[config.mk]
export PLATFORM = sky130hd
export DESIGN_NAME = sbsw_bank
export DESIGN_NICKNAME = d
export VERILOG_FILES = /design/src/sbsw_bank.v /design/src/sbsw_bcd_counter.v /design/src/sbsw_port.v
export VERILOG_INCLUDE_DIRS = /design/src /design/src/src
export SDC_FILE = /design/constraint.sdc
export NUM_CORES = 1
export LEC_CHECK = 0
export ABC_CLOCK_PERIOD_IN_PS = 5070
export BUFFER_PORTS_ARGS = -buffer_cell sky130_fd_sc_hd__buf_2
export CAP_MARGIN = 10
export CORE_AREA = 4 4 138 140
export CTS_CLUSTER_DIAMETER = 80
export DETAILED_ROUTE_END_ITERATION = 16
export DIE_AREA = 0 0 142 144
export PLACE_DENSITY = 0.67
export SYNTH_ARGS = -nofsm -noshare
export SYNTH_HDL_FRONTEND = slang
export SYNTH_HIERARCHICAL = 1
export SYNTH_SLANG_ARGS = --single-unit
[constraint.sdc]
create_clock -name pclk -period 5.07 [get_ports pclk]
set_input_delay 1.521 -clock pclk [delete_from_list [all_inputs] [get_ports pclk]]
set_output_delay 1.521 -clock pclk [all_outputs]
set_load 0.005 [all_outputs]
[src/sbsw_regs.vh]
// register offsets, field positions, mode codes and timing counts for the status word bank
`ifndef SBSW_REGS_VH
`define SBSW_REGS_VH
`define SBSW_IDX_P1_CNT 8'hCA
`define SBSW_IDX_P2_CNT 8'hCB
`define SBSW_IDX_TRACE 8'hCC
`define SBSW_IDX_P1_RX 8'hCD
`define SBSW_IDX_P2_RX 8'hCE
`define SBSW_IDX_CTRL 8'hCF
`define SBSW_IDX_MODE 8'hD0
`define SBSW_IDX_IRQ_STAT 8'hD1
`define SBSW_IDX_IRQ_MASK 8'hD2
`define SBSW_MODE_NOPROT 2'h0
`define SBSW_MODE_PSEQ 2'h1
`define SBSW_MODE_POLL 2'h2
`define SBSW_MODE_OTHER 2'h3
`define SBSW_ERR_NONE 4'h0
`define SBSW_ERR_NOFUNC 4'h1
`define SBSW_ERR_SEQNUM 4'h2
`define SBSW_ERR_OVFL 4'h3
`define SBSW_ERR_GRAMMAR 4'h4
`define SBSW_ERR_INIT 4'h5
`define SBSW_CTRL_RESTART 0
`define SBSW_CTRL_CTRACE 2
`define SBSW_CTRL_STRACE 4
`define SBSW_CTRL_ECHO 6
`define SBSW_CTRL_P1_EXEC 8
`define SBSW_CTRL_P1_STEPERR 9
`define SBSW_CTRL_P1_SEQEND 10
`define SBSW_CTRL_P1_ABORT 11
`define SBSW_CTRL_P2_EXEC 12
`define SBSW_CTRL_P2_STEPERR 13
`define SBSW_CTRL_P2_SEQEND 14
`define SBSW_CTRL_P2_ABORT 15
`define SBSW_CTRL_WMASK 16'h88FF
`define SBSW_RX_STORED 15
`define SBSW_RESTART_NS 1000
`define SBSW_CLK_NS 100
`define SBSW_RESTART_CYC ((`SBSW_RESTART_NS + `SBSW_CLK_NS - 1) / `SBSW_CLK_NS)
`define SBSW_IRQ_W 6
`endif

[src/sbsw_bank.v]
// status and control word bank of a two-port serial board, apb slave
// Notes on behaviour
// RULE1: in terminal polling mode bits 0 to 7 of each counter word flag terminals 0 to 7 in use.
// RULE2: in sequence mode the low byte of each counter word holds the repeat count 00 to FF.
// RULE3: in no-protocol mode each counter word holds a four-digit decimal reception count.
// RULE4: a 4-bit sequence error code per port sits in bits 8-11 (port 1) and 12-15 (port 2).
// RULE5: bit 15 of a reception report is 1 when that port's error code holds data, else 0.
// RULE6: in sequence mode reception reports give case in bits 0-3, step in 4-7, 8-14 zero.
// RULE7: control bits 6 and 7 disable echoback per port for modem control in sequence mode.
// RULE8: control bits 0 and 1 restart port 1 and port 2 in every mode.
// RULE9: control bits 8 and 12 show a port's sequence executing in no-protocol or sequence mode.
// RULE10: trace word bits 6 and 7 show echoback disabled per port in sequence mode.
// RULE11: communication error codes are 0 normal to 7 command error, one per port.
// RULE12: software treats request bits as requests and other fields as read-only status.
`timescale 1ns/10ps
`include "sbsw_regs.vh"
module sbsw_bank (
  input wire pclk,
  input wire presetn,
  input wire psel,
  input wire penable,
  input wire pwrite,
  input wire [11:0] paddr,
  input wire [31:0] pwdata,
  output reg [31:0] prdata,
  output reg pready,
  output reg pslverr,
  input wire [7:0] p1_terminal_active,
  input wire [7:0] p2_terminal_active,
  input wire [1:0] rx_byte,
  input wire [1:0] seq_start,
  input wire [1:0] seq_done,
  input wire [1:0] repeat_inc,
  input wire [1:0] err_valid,
  input wire [3:0] p1_err_code,
  input wire [3:0] p2_err_code,
  input wire [1:0] case_valid,
  input wire [3:0] p1_case_num,
  input wire [3:0] p2_case_num,
  input wire [3:0] p1_step_num,
  input wire [3:0] p2_step_num,
  input wire [1:0] trace_active,
  input wire [1:0] step_error,
  input wire [1:0] seq_end,
  input wire [1:0] abort_done,
  input wire [1:0] comm_err_valid,
  input wire [2:0] p1_comm_code,
  input wire [2:0] p2_comm_code,
  output reg [1:0] port_restart,
  output reg [1:0] cont_trace_req,
  output reg [1:0] shot_trace_req,
  output reg [1:0] echo_disable,
  output reg [1:0] abort_req,
  output reg [3:0] p1_comm_err,
  output reg [3:0] p2_comm_err,
  output reg irq
);
  reg [1:0] mode_reg;
  reg [15:0] ctrl_reg;
  reg [1:0] echo_stat_reg;
  reg [1:0] steperr_reg;
  reg [1:0] seqend_reg;
  reg [`SBSW_IRQ_W-1:0] irq_stat_reg;
  reg [`SBSW_IRQ_W-1:0] irq_mask_reg;
  reg [`SBSW_IRQ_W-1:0] irq_stat_next;
  reg [3:0] rst_cnt_reg;
  reg [15:0] rd_word;
  reg rd_hit;
  wire [15:0] cnt_word [0:1];
  wire [3:0] err_code [0:1];
  wire [1:0] stored;
  wire [7:0] rx_byte_word [0:1];
  wire [1:0] exec;
  wire [7:0] term [0:1];
  wire [3:0] err_in [0:1];
  wire [3:0] case_in [0:1];
  wire [3:0] step_in [0:1];
  wire [9:0] word_idx;
  wire wr_en;
  wire [`SBSW_IRQ_W-1:0] irq_events;
  wire pseq;
  wire [15:0] cnt_out [0:1];
  wire [31:0] restart_cyc;

  assign word_idx = paddr[11:2];
  assign wr_en = psel && penable && pwrite;
  assign pseq = (mode_reg == `SBSW_MODE_PSEQ);
  // restart length is reckoned at full width, then cut to the counter
  assign restart_cyc = `SBSW_RESTART_CYC;
  assign term[0] = p1_terminal_active;
  assign term[1] = p2_terminal_active;
  assign err_in[0] = p1_err_code;
  assign err_in[1] = p2_err_code;
  assign case_in[0] = p1_case_num;
  assign case_in[1] = p2_case_num;
  assign step_in[0] = p1_step_num;
  assign step_in[1] = p2_step_num;

  genvar g;
  generate
    for (g = 0; g < 2; g = g + 1) begin : g_port
      sbsw_port u_port (
        .pclk(pclk),
        .presetn(presetn),
        .restart(port_restart[g]),
        .mode(mode_reg),
        .rx_byte(rx_byte[g]),
        .seq_start(seq_start[g]),
        .seq_done(seq_done[g]),
        .repeat_inc(repeat_inc[g]),
        .err_valid(err_valid[g]),
        .err_code(err_in[g]),
        .case_valid(case_valid[g]),
        .case_num(case_in[g]),
        .step_num(step_in[g]),
        .count_word(cnt_word[g]),
        .err_reg(err_code[g]),
        .stored_reg(stored[g]),
        .rx_reg(rx_byte_word[g]),
        .exec_reg(exec[g])
      );
      assign cnt_out[g] = (mode_reg == `SBSW_MODE_POLL) ? {8'h00, term[g]} : // see RULE1
                          cnt_word[g];
    end
  endgenerate

  // events: sequence end, step error, sequence error, per port
  assign irq_events = {err_valid, step_error, seq_end};

  always @* begin
    rd_hit = 1'b1;
    case (word_idx[7:0])
      `SBSW_IDX_P1_CNT: rd_word = cnt_out[0];
      `SBSW_IDX_P2_CNT: rd_word = cnt_out[1];
      `SBSW_IDX_TRACE: rd_word = {err_code[1], err_code[0], echo_stat_reg, 4'h0,
                                  trace_active}; // see RULE4 see RULE10
      `SBSW_IDX_P1_RX: rd_word = {stored[0], 7'h00, rx_byte_word[0]}; // see RULE5 see RULE6
      `SBSW_IDX_P2_RX: rd_word = {stored[1], 7'h00, rx_byte_word[1]}; // see RULE5 see RULE6
      `SBSW_IDX_CTRL: rd_word = {abort_req[1], seqend_reg[1], steperr_reg[1], exec[1],
                                 abort_req[0], seqend_reg[0], steperr_reg[0], exec[0],
                                 ctrl_reg[7:0]}; // see RULE9
      `SBSW_IDX_MODE: rd_word = {14'h0000, mode_reg};
      `SBSW_IDX_IRQ_STAT: rd_word = {10'h000, irq_stat_reg};
      `SBSW_IDX_IRQ_MASK: rd_word = {10'h000, irq_mask_reg};
      default: begin
        rd_word = 16'h0000;
        rd_hit = 1'b0;
      end
    endcase
    if (word_idx[9:8] != 2'h0) begin
      rd_hit = 1'b0;
    end
  end

  // set wins over a write-one clear in the same cycle
  always @* begin
    irq_stat_next = irq_stat_reg;
    if (wr_en && word_idx == {2'h0, `SBSW_IDX_IRQ_STAT}) begin
      irq_stat_next = irq_stat_reg & ~pwdata[`SBSW_IRQ_W-1:0];
    end
    irq_stat_next = irq_stat_next | irq_events;
  end

  // apb: zero wait states; unmapped addresses answer with pslverr
  always @(posedge pclk or negedge presetn) begin
    if (!presetn) begin
      prdata <= 32'h00000000;
      pready <= 1'b0;
      pslverr <= 1'b0;
    end else begin
      pready <= psel && !penable;
      pslverr <= psel && !penable && !rd_hit;
      // refused reads return zero even when the low index bits alias a register
      prdata <= (psel && !penable && !pwrite && rd_hit) ? {16'h0000, rd_word} : 32'h00000000;
    end
  end

  always @(posedge pclk or negedge presetn) begin
    if (!presetn) begin
      mode_reg <= `SBSW_MODE_NOPROT;
      ctrl_reg <= 16'h0000;
      irq_mask_reg <= {`SBSW_IRQ_W{1'b0}};
      irq_stat_reg <= {`SBSW_IRQ_W{1'b0}};
      rst_cnt_reg <= 4'h0;
    end else begin
      irq_stat_reg <= irq_stat_next;
      if (wr_en && word_idx == {2'h0, `SBSW_IDX_CTRL}) begin
        // status bits of the word are not writable by software
        ctrl_reg <= pwdata[15:0] & `SBSW_CTRL_WMASK; // see RULE12
      end else begin
        // restart request self-clears when the restart count reaches 1, a cycle before the pulse drops; see RULE8
        if (rst_cnt_reg == 4'h1) begin
          ctrl_reg[`SBSW_CTRL_RESTART +: 2] <= 2'b00;
        end
        if (abort_done[0]) begin
          ctrl_reg[`SBSW_CTRL_P1_ABORT] <= 1'b0;
        end
        if (abort_done[1]) begin
          ctrl_reg[`SBSW_CTRL_P2_ABORT] <= 1'b0;
        end
      end
      if (wr_en && word_idx == {2'h0, `SBSW_IDX_CTRL} && pwdata[1:0] != 2'b00) begin
        rst_cnt_reg <= restart_cyc[3:0]; // see RULE8
      end else if (rst_cnt_reg != 4'h0) begin
        rst_cnt_reg <= rst_cnt_reg - 4'h1;
      end
      if (wr_en && word_idx == {2'h0, `SBSW_IDX_MODE}) begin
        mode_reg <= pwdata[1:0];
      end
      if (wr_en && word_idx == {2'h0, `SBSW_IDX_IRQ_MASK}) begin
        irq_mask_reg <= pwdata[`SBSW_IRQ_W-1:0];
      end
    end
  end

  always @(posedge pclk or negedge presetn) begin
    if (!presetn) begin
      port_restart <= 2'b00;
      cont_trace_req <= 2'b00;
      shot_trace_req <= 2'b00;
      echo_disable <= 2'b00;
      echo_stat_reg <= 2'b00;
      abort_req <= 2'b00;
      steperr_reg <= 2'b00;
      seqend_reg <= 2'b00;
      p1_comm_err <= 4'h0;
      p2_comm_err <= 4'h0;
      irq <= 1'b0;
    end else begin
      port_restart <= ctrl_reg[`SBSW_CTRL_RESTART +: 2]; // see RULE8
      cont_trace_req <= pseq ? ctrl_reg[`SBSW_CTRL_CTRACE +: 2] : 2'b00;
      shot_trace_req <= pseq ? ctrl_reg[`SBSW_CTRL_STRACE +: 2] : 2'b00;
      // echoback only acts for modem control in sequence mode
      echo_disable <= pseq ? ctrl_reg[`SBSW_CTRL_ECHO +: 2] : 2'b00; // see RULE7
      echo_stat_reg <= pseq ? ctrl_reg[`SBSW_CTRL_ECHO +: 2] : 2'b00; // see RULE10
      abort_req <= pseq ? {ctrl_reg[`SBSW_CTRL_P2_ABORT], ctrl_reg[`SBSW_CTRL_P1_ABORT]} :
                   2'b00;
      steperr_reg <= pseq ? step_error | (steperr_reg & ~seq_start) : 2'b00;
      seqend_reg <= pseq ? seq_end | (seqend_reg & ~seq_start) : 2'b00;
      if (port_restart[0]) begin
        p1_comm_err <= 4'h0;
      end else if (comm_err_valid[0]) begin
        p1_comm_err <= {1'b0, p1_comm_code}; // see RULE11
      end
      if (port_restart[1]) begin
        p2_comm_err <= 4'h0;
      end else if (comm_err_valid[1]) begin
        p2_comm_err <= {1'b0, p2_comm_code}; // see RULE11
      end
      irq <= |(irq_stat_next & irq_mask_reg);
    end
  end
endmodule // sbsw_bank

[src/sbsw_bcd_counter.v]
// four-digit decimal reception counter for one port
`timescale 1ns/10ps
module sbsw_bcd_counter #(
  parameter DIGITS = 4
) (
  input wire pclk,
  input wire presetn,
  input wire clear,
  input wire inc,
  output reg [4*DIGITS-1:0] count_reg
);
  reg [4*DIGITS-1:0] count_next;
  reg carry;
  integer i;
  always @* begin
    count_next = count_reg;
    carry = inc;
    for (i = 0; i < DIGITS; i = i + 1) begin
      if (carry) begin
        if (count_reg[4*i +: 4] == 4'h9) begin
          count_next[4*i +: 4] = 4'h0;
        end else begin
          count_next[4*i +: 4] = count_reg[4*i +: 4] + 4'h1;
          carry = 1'b0;
        end
      end
    end
  end
  // rolls over 9999 to 0000, as a decimal display would
  always @(posedge pclk or negedge presetn) begin
    if (!presetn) begin
      count_reg <= {4*DIGITS{1'b0}};
    end else if (clear) begin
      count_reg <= {4*DIGITS{1'b0}};
    end else begin
      count_reg <= count_next;
    end
  end
endmodule // sbsw_bcd_counter

[src/sbsw_port.v]
// per-port sequence status: repeat count, error code, reception case and step
`timescale 1ns/10ps
`include "sbsw_regs.vh"
module sbsw_port (
  input wire pclk,
  input wire presetn,
  input wire restart,
  input wire [1:0] mode,
  input wire rx_byte,
  input wire seq_start,
  input wire seq_done,
  input wire repeat_inc,
  input wire err_valid,
  input wire [3:0] err_code,
  input wire case_valid,
  input wire [3:0] case_num,
  input wire [3:0] step_num,
  output wire [15:0] count_word,
  output reg [3:0] err_reg,
  output reg stored_reg,
  output reg [7:0] rx_reg,
  output reg exec_reg
);
  reg [7:0] rep_reg;
  wire [15:0] bcd_count;
  wire pseq;
  assign pseq = (mode == `SBSW_MODE_PSEQ);
  sbsw_bcd_counter #(.DIGITS(4)) u_bcd (
    .pclk(pclk),
    .presetn(presetn),
    .clear(restart),
    .inc(rx_byte && (mode == `SBSW_MODE_NOPROT)),
    .count_reg(bcd_count)
  );
  // counter word source depends on mode; terminal flags are merged by the top
  assign count_word = pseq ? {8'h00, rep_reg} : bcd_count; // see RULE2 see RULE3
  always @(posedge pclk or negedge presetn) begin
    if (!presetn) begin
      rep_reg <= 8'h00;
      err_reg <= `SBSW_ERR_NONE;
      stored_reg <= 1'b0;
      rx_reg <= 8'h00;
      exec_reg <= 1'b0;
    end else if (restart) begin
      rep_reg <= 8'h00;
      err_reg <= `SBSW_ERR_NONE;
      stored_reg <= 1'b0;
      rx_reg <= 8'h00;
      exec_reg <= 1'b0;
    end else begin
      if (pseq && seq_start) begin
        rep_reg <= 8'h00;
      end else if (pseq && repeat_inc) begin
        rep_reg <= rep_reg + 8'h01; // see RULE2
      end
      // codes above 5 are not defined; they are folded to the grammar code
      if (err_valid) begin
        err_reg <= (err_code > `SBSW_ERR_INIT) ? `SBSW_ERR_GRAMMAR : err_code; // see RULE4
        stored_reg <= 1'b1; // see RULE5
      end
      if (pseq && case_valid) begin
        rx_reg <= {step_num, case_num}; // see RULE6
      end
      if (mode == `SBSW_MODE_NOPROT || pseq) begin
        if (seq_start) begin
          exec_reg <= 1'b1; // see RULE9
        end else if (seq_done) begin
          exec_reg <= 1'b0;
        end
      end else begin
        exec_reg <= 1'b0;
      end
    end
  end
endmodule // sbsw_port

==> results.toml, run 1 <==
[logic_synthesis]
synth_flop_cell = "dfrtp_1"
synthArstFlopShare = 1.00
synth_edf_count = 0
yosysUniqueCellTypes = 73
synth-seq-cells = 143
synth_top_area_share = 0.453
ys_warn_count = 6
synth.avg_cell_area_um2 = 10.1
yosysTopAreaCell = "dfrtp_1"
ys_top_cells_by_area = "dfrtp_1, mux2i_1, mux2_2"
seq_area_frac_synth = 0.453
syn_inst = 785
synthesis.area_um2 = 7900

[die]
start_util = 0.443
dieArea_um2 = 20400
core_area_um2 = 17800
die_height_um = 144
ioPinCount = 170
die_x_um = 142
fp-row-count = 49

[detailed_routing]
drtIter0Drc = 621
ant_nets = 0
drt_wl_total_mm = 21.4
detail_route.wl_per_cell_um = 18.7
avgViaCountPerCell = 5.65
first_pass_iters = 6
dr_total_vias = 6463
drc_errors = 0

[sta]
rsz0062_at_grt = "no"
finalSetupTns_ps = 0
clock_skew_ps = 8.03
finalMaxSlewViolations = 0
post-route-period-util = 0.647
timing.fmax_mhz = 305
worstMarginPinSlew_ps = 884
layout_setup_ws_ps = 1790
slew_headroom = 0.411
hold_viol_final = 0
period_needed_ps = 3280
setup_viol = 0

[placed_design]
gp_congestion = 0.842
dp_worst_setup_slack_ps = 1340
hpwl_mm = 15.6
port_buffers = 127

[status]
outcome = "finished clean"

[hold_path]
hp-start = "ctrl_reg[1]$_DFFE_PN0P_"
hold_path_class = "flop to flop"

[critical_path]
worstSetupStartpoint = "paddr[3]"
startpoint_type = "primary input"
r2r-start = "mode_reg[1]$_DFFE_PN0P_"
worstSetupPathType = "primary input to flop"
crit_path_cell_trace = "buf_2, or4b_1, nor4_4, a31oi_1, nor4_1, nand3_1"
max_stage_delay_ps = 630
cp_top_family = "simple AND/OR/NAND/NOR gates"
crit_path_top_delay_cell = "or4b_1"
worstPathMaxFanout = 23
critPathArrivalTime_ps = 3570
cp.required_ps = 5360
cp-end-kind = "flop"
critPathBufInv = 1

[cells_and_area]
layout_commonest_cell = "dfrtp_1"
drive_above_1_share = 0.247
fillCellCount = 1645
mostFrequentLayoutCells = "dfrtp_1, buf_2, nor2_1"
syn_to_final_growth_pct = 17.3
final_net_count = 1041
largest_register_ffs = 32
antenna_cells = 0

[clock_tree]
ctsHoldBuffers = 0
clk_pin_slew_ps = 60
clock_sinks = 143
post_cts_buffers = 0
cts_resized = 0
clockBufferDepth = 2
cts_tree = "done"
numCtsBuffers = 17
clockRootBuffer = "clkbuf_16"
insertion_delay_ps = 430
cts_htree_levels = 4

[global_route]
grt_pass1_wl_mm = 33.3
grt_start_max_net_pins = 95
grt_usage = 0.210
antenna_found_initial = 2
gr-total-overflow = 0
grt_pass1_vias = 6269

[run]
drv_cap = 0

[power]
vdd_drop_max_mv = 0.257
total_leakage_power_uw = 0.00454
power.density_nw_per_um2 = 346
## path summary, 6_finish.rpt
check | slack, ps | endpoint | depth (start not counted)
worst max-delay path | 1790 | irq$_DFF_PN0_ | 6
worst min-delay path | 470 | port_restart[1]$_DFF_PN0_ | 0
worst max register to register | 2440 | g_port[1].u_port/u_bcd/count_reg[11]$_DFFE_PN0P_ | 6
worst min register to register | 470 | port_restart[1]$_DFF_PN0_ | 0
max in group asynchronous | 2940 | g_port[0].u_port/u_bcd/count_reg[12]$_DFFE_PN0P_ | 2
min in group asynchronous | 1180 | g_port[1].u_port/u_bcd/count_reg[13]$_DFFE_PN0P_ | 1
## cells in the mapped netlist, drive strengths merged, types with 12 or more instances
cell type and instances:
dfrtp 143, nor2 88, nand2 65, mux2i 48
a21oi 43, buf 40, mux2 32, inv 29
o21ai 28, and2 25, ha 21, nor3 19
nand3 17, a22oi 15, a31oi 13, clkbuf 13
nand3b 12, or3 12
## layer usage
layer | vias up | routed length [um] | global-route usage
li1 | 2983 | - | -
met1 | 3223 | 9620 | 0.294
met2 | 222 | 9910 | 0.326
met4 | 4 | 379 | 0.0773
met3 | 31 | 1490 | 0.0437
met5 | - | 21 | 0
## layout make-up
| cell class | instances | area [um2] | share of cell area |
|---|---|---|---|
| multi-input cells | 577 | 3960 | 0.427 |
| flip-flops and latches | 143 | 3580 | 0.386 |
| repair buffers | 135 | 702 | 0.0757 |
| clock buffers | 19 | 443 | 0.0478 |
| well taps | 229 | 287 | 0.0309 |
| clock inverters | 11 | 189 | 0.0204 |
| inverters | 29 | 109 | 0.0117 |
## per-stage QoR
step	hold WS [ps]	total power, uW	area (um2)	utilization	cells
after floorplan	369	1670	7970	-	802
after global placement	443	1850	8630	0.484	1113
after detailed placement	442	1860	8630	0.484	1113
after CTS	474	3220	9270	0.519	1143
after global routing	479	3350	9270	0.519	1143
final	472	3200	9270	0.519	1143
## logic make-up after synthesis
group,Yosys count,share of synthesized area
and+or+nand+nor,297,0.205
AOI/OAI and AO/OA,147,0.120
DFF,143,0.453
muxes,87,0.126
buffers and inverters,82,0.0542
adders and majority gates,21,0.0333
xor gates and xnor gates,7,0.00776
other,1,0.000475
## report_power, final
part | internal (uW) | switching (uW) | total [uW] | leakage [uW]
logic | 239 | 273 | 511 | 0.00237
registers | 1220 | 104 | 1330 | 0.00187
clock network | 879 | 483 | 1360 | 0.000305
Power figures use the tool's default switching activity.
==> inputs of run 2 (changes only) <==
Settings changed: ABC_CLOCK_PERIOD_IN_PS 5070 to 2800, PLACE_DENSITY 0.67 to 0.7.
Clock period 5.07 ns to 2.8 ns, I/O delays scaled along.
==> run 2 against run 1 <==
Net effect:
- register-to-register slack lost 1900 ps
- utilization grew 0.81 points
- clock power grew 79%
- combinational power grew 80%
- via count shrank 1.1%
- non-clock buffer count grew 15
- critical path type is now flop to flop
- largest cell class unchanged
- largest power group unchanged
==> results.toml, run 2 (synthesized netlist as in run 1, its figures left out) <==
[clock_tree]
insertion_delay_ps = 420
clockRootBuffer = "clkbuf_16"
clk_pin_slew_ps = 60
cts_resized = 0
clockBufferDepth = 2
cts_htree_levels = 4
cts_tree = "done"
ctsHoldBuffers = 0
clock_sinks = 143
post_cts_buffers = 0
numCtsBuffers = 17

[die]
start_util = 0.443
fp-row-count = 49
die_x_um = 142
dieArea_um2 = 20400
die_height_um = 144
ioPinCount = 170
core_area_um2 = 17800

[critical_path]
worstSetupPathType = "flop to flop"
crit_path_cell_trace = "nand2b_1, mux2_2, mux2_2, a221o_1, a31oi_1, nor2_1"
r2r_cells = 6
max_stage_delay_ps = 520
crit_path_top_delay_cell = "dfrtp_1"
cp_top_family = "multiplexers"
cp.required_ps = 3100
r2r_slack_ps = 520
worstPathMaxFanout = 10
r2r-start = "mode_reg[1]$_DFFE_PN0P_"
critPathBufInv = 0
cp-end-kind = "flop"
critPathArrivalTime_ps = 2590
crit_top_cell = "mux2_2"
worstReg2RegEnd = "prdata[7]$_DFF_PN0_"
startpoint_type = "flop"

[placed_design]
gp_congestion = 0.868
hpwl_mm = 15.9
port_buffers = 127

[sta]
finalSetupTns_ps = 0
clock_skew_ps = 7.60
hold_viol_final = 0
period_needed_ps = 2280
finalMaxSlewViolations = 0
slew_headroom = 0.590
post-route-period-util = 0.815
setup_viol = 0
rsz0062_at_grt = "no"
timing.fmax_mhz = 438
worstMarginPinSlew_ps = 613

[cells_and_area]
final_net_count = 1056
layout_commonest_cell = "dfrtp_1"
antenna_cells = 0
drive_above_1_share = 0.261
largest_register_ffs = 32
mostFrequentLayoutCells = "dfrtp_1, buf_2, nor2_1"
syn_to_final_growth_pct = 19.1
fin_util = 0.527

[power]
pwr-share-clk = 0.423
intPower_uw = 4210
power.density_nw_per_um2 = 613
vdd_drop_max_mv = 0.413
power.switching_uw = 1560
seq_power_share = 0.417
combPwrFrac = 0.160
swShare = 0.271
total_leakage_power_uw = 0.00463

[detailed_routing]
avgViaCountPerCell = 5.51
drtIter0Drc = 629
first_pass_iters = 6
drt_wl_total_mm = 21.2
drc_errors = 0
ant_nets = 0
dr_total_vias = 6392
detail_route.wl_per_cell_um = 18.3

[global_route]
gr-total-overflow = 0
antenna_found_initial = 1
grt_start_max_net_pins = 55
grt_pass1_vias = 6092
grt_usage = 0.209
grt_pass1_wl_mm = 33.0

[hold_path]
hold_path_class = "primary input to async pin"

[status]
outcome = "finished clean"

[run]
drv_cap = 0
run 2: cell types whose count changed in the layout (fill, tap and decap cells not counted):
cell	previous run	this run
clkinv_4	0	2
clkbuf_8	1	2
buf_4	8	21
inv_6	1	3
buf_12	0	2
clkinvlp_4	2	1
clkinv_2	3	2
bufinv_16	5	4
run 2: layer usage:
metal  up-vias  GRT usage  part of all wire
li1       3016          -                 -
met1      3125      0.294              0.45
met2       214      0.323              0.47
met3        35     0.0443             0.062
met4         2     0.0727             0.020
met5         -          0           0.00061
run 2: power groups by stage:
| stage | Sequential, uW | Combinational (uW) | Clock [uW] |
|---|---|---|---|
| 2_1_floorplan | 2390 | 639 | 0 |
| 3_3_place_gp | 2430 | 892 | 0 |
| 3_5_place_dp | 2440 | 916 | 0 |
| 4_1_cts | 2410 | 924 | 2490 |
| 5_1_grt | 2430 | 1040 | 2570 |
| 6_report | 2410 | 920 | 2440 |
run 2: layout make-up:
class	instances	area (um2)
fill	1619	8430
multi-input combinational	577	3960
sequential	143	3580
timing repair buffer	150	840
clock buffer	20	457
tap	229	287
clock inverter	12	181
inverter	29	109
run 2: worst max-delay path by stage:
| stage | start | to | depth (start not counted) |
|---|---|---|---|
| 6_report | mode_reg[1]$_DFFE_PN0P_ | prdata[7]$_DFF_PN0_ | 6 |
| 2_1_floorplan | rx_byte[0] | g_port[0].u_port/u_bcd/count_reg[15]$_DFFE_PN0P_ | 5 |
| 3_3_place_gp | paddr[3] | irq$_DFF_PN0_ | 7 |
| 3_5_place_dp | paddr[5] | irq_mask_reg[4]$_DFFE_PN0P_ | 6 |
| 4_1_cts | mode_reg[1]$_DFFE_PN0P_ | prdata[7]$_DFF_PN0_ | 6 |
| 5_1_grt | mode_reg[1]$_DFFE_PN0P_ | prdata[7]$_DFF_PN0_ | 6 |
run 2: worst register-to-register path: stages, from the launching register on:
cell and delay (ps):
dfrtp_1 520, nand2b_1 400, mux2_2 400, mux2_2 270
a221o_1 340, a31oi_1 190, nor2_1 50
run 2: metrics by stage:
stage | power [uW] | instances | cell area, um2 | hold slack [ps] | setup WS, ps
5_1_grt | 6050 | 1160 | 9410 | 393 | 395
3_5_place_dp | 3360 | 1128 | 8770 | 434 | 217
6_report | 5770 | 1160 | 9410 | 359 | 517
3_3_place_gp | 3320 | 1128 | 8770 | 431 | 228
2_1_floorplan | 3030 | 802 | 7970 | 369 | 354
4_1_cts | 5820 | 1160 | 9410 | 362 | 520
==> inputs of run 3 (changes only) <==
Settings changed: ABC_CLOCK_PERIOD_IN_PS 2800 to 2200, PLACE_DENSITY 0.7 to 0.67.
Clock period 2.8 ns to 2.2 ns, I/O delays scaled along.
==> run 3 against run 2 <==
Net effect:
- non-clock buffer count is 30 higher
- clock skew hardly changed
- setup slack worse by 340 ps
- largest cell class unchanged
- critical path type unchanged
- critical endpoint is now prdata[1]$_DFF_PN0_
- sequential cell count stayed put
- count of clock-buffer cells in the layout stayed put
- critical path depth is 1 higher
- total power is 27% higher
- cell count is 2.6% higher
- register-to-register slack worse by 340 ps
- clock power is 24% higher
==> results.toml, run 3 (synthesized netlist as in run 1, its figures left out) <==
[sta]
finalMaxSlewViolations = 0
period_needed_ps = 2020
post-route-period-util = 0.919
worstMarginPinSlew_ps = 618
rsz0062_at_grt = "no"
timing.fmax_mhz = 495
hold_viol_final = 0
hold_ws_ps = 160
slew_headroom = 0.587
clock_skew_ps = 7.42
setup_viol = 0

[cells_and_area]
syn_to_final_growth_pct = 22.2
largest_register_ffs = 32
final_net_count = 1086
fillCellCount = 1591
mostFrequentLayoutCells = "dfrtp_1, buf_2, nor2_1"
drive_above_1_share = 0.288
antenna_cells = 0
layout_commonest_cell = "dfrtp_1"

[clock_tree]
clock_sinks = 143
cts_tree = "done"
cts_htree_levels = 4
insertion_delay_ps = 430
clockBufferDepth = 2
numCtsBuffers = 17
clk_pin_slew_ps = 60
ctsHoldBuffers = 0
clockRootBuffer = "clkbuf_16"

[die]
start_util = 0.443
die_height_um = 144
dieArea_um2 = 20400
ioPinCount = 170
core_area_um2 = 17800
die_x_um = 142
fp-row-count = 49

[global_route]
grt_pass1_wl_mm = 33.3
grt_start_max_net_pins = 38
antenna_found_initial = 1
grt_usage = 0.210
gr-total-overflow = 0
grt_pass1_vias = 6104

[power]
finalPower_uw = 7310
total_leakage_power_uw = 0.00478
power.density_nw_per_um2 = 757
vdd_drop_max_mv = 0.478

[detailed_routing]
detail_route.wl_per_cell_um = 17.9
drtIter0Drc = 561
wl_met3_mm = 1.33
first_pass_iters = 8
drt_wl_total_mm = 21.2
m1WireLength_mm = 9.61
avgViaCountPerCell = 5.49
dr_total_vias = 6533
routed.top_layer = "met5"
drc_errors = 0
ant_nets = 0
wl_met2_mm = 9.86

[placed_design]
gp_congestion = 0.890
port_buffers = 127
hpwl_mm = 16.3

[run]
drv_cap = 0

[critical_path]
worstSetupPathType = "flop to flop"
startpoint_type = "flop"
cp.required_ps = 2510
cp-end-kind = "flop"
r2r_slack_ps = 180
worstPathMaxFanout = 6
critPathArrivalTime_ps = 2330

[status]
outcome = "finished clean"

[hold_path]
hold_path_class = "primary input to async pin"
[run 3: what timing repair did]
item,4_1_cts,5_1_grt
gates resized for setup,0,1
endpoints found under the setup margin,0,1
endpoints found under the hold margin,0,0
buffers inserted,0,0
[run 3: cell type report]
class | instances | area (um2) | share of cell area
Tap cell | 229 | 287 | 0.0297
Clock buffer | 20 | 467 | 0.0483
Multi-Input combinational cell | 577 | 3970 | 0.411
Clock inverter | 12 | 159 | 0.0165
Sequential cell | 143 | 3580 | 0.371
Timing Repair Buffer | 180 | 1090 | 0.113
Inverter | 29 | 109 | 0.0113
[run 3: per-stage QoR]
stage / TNS, ps / instance area (um2) / util / instances / setup slack (ps)
global route: 0 / 9660 / 0.541 / 1190 / 47.9
CTS: 0 / 9650 / 0.541 / 1190 / 100
detailed placement: -1650 / 9030 / 0.506 / 1158 / -172
floorplan: 0 / 7970 / - / 802 / 31.4
finish: 0 / 9660 / 0.541 / 1190 / 178
global placement: -1000 / 9030 / 0.506 / 1158 / -154
[run 3: worst max-delay path: stages, from the launching register on]
cell and delay (ps):
dfrtp_1 440, buf_4 190, nor2b_1 260, buf_4 230
mux2i_1 310, nor3_1 80, a221oi_1 270, a21oi_1 110
[run 3: worst paths after layout]
kind,from,endpoint,depth (start not counted)
max,mode_reg[0]$_DFFE_PN0P_,prdata[1]$_DFF_PN0_,7
min,presetn,g_port[1].u_port/rep_reg[1]$_DFFE_PN0P_,1
max reg2reg,mode_reg[0]$_DFFE_PN0P_,prdata[1]$_DFF_PN0_,7
min reg2reg,ctrl_reg[1]$_DFFE_PN0P_,port_restart[1]$_DFF_PN0_,0
max in group asynchronous,presetn,g_port[0].u_port/rx_reg[4]$_DFFE_PN0P_,2
min in group pclk,pwdata[11],ctrl_reg[11]$_DFFE_PN0P_,3
[run 3: per-layer routing]
layer,vias to the layer above,global-route usage
li1,3085,-
met1,3192,0.297
met2,225,0.320
met3,29,0.0443
met4,2,0.0747
met5,-,0
[run 3: where the power goes]
| group | switching [uW] | internal [uW] |
|---|---|---|
| Combinational | 633 | 588 |
| Clock | 1150 | 1880 |
| Sequential | 243 | 2820 |
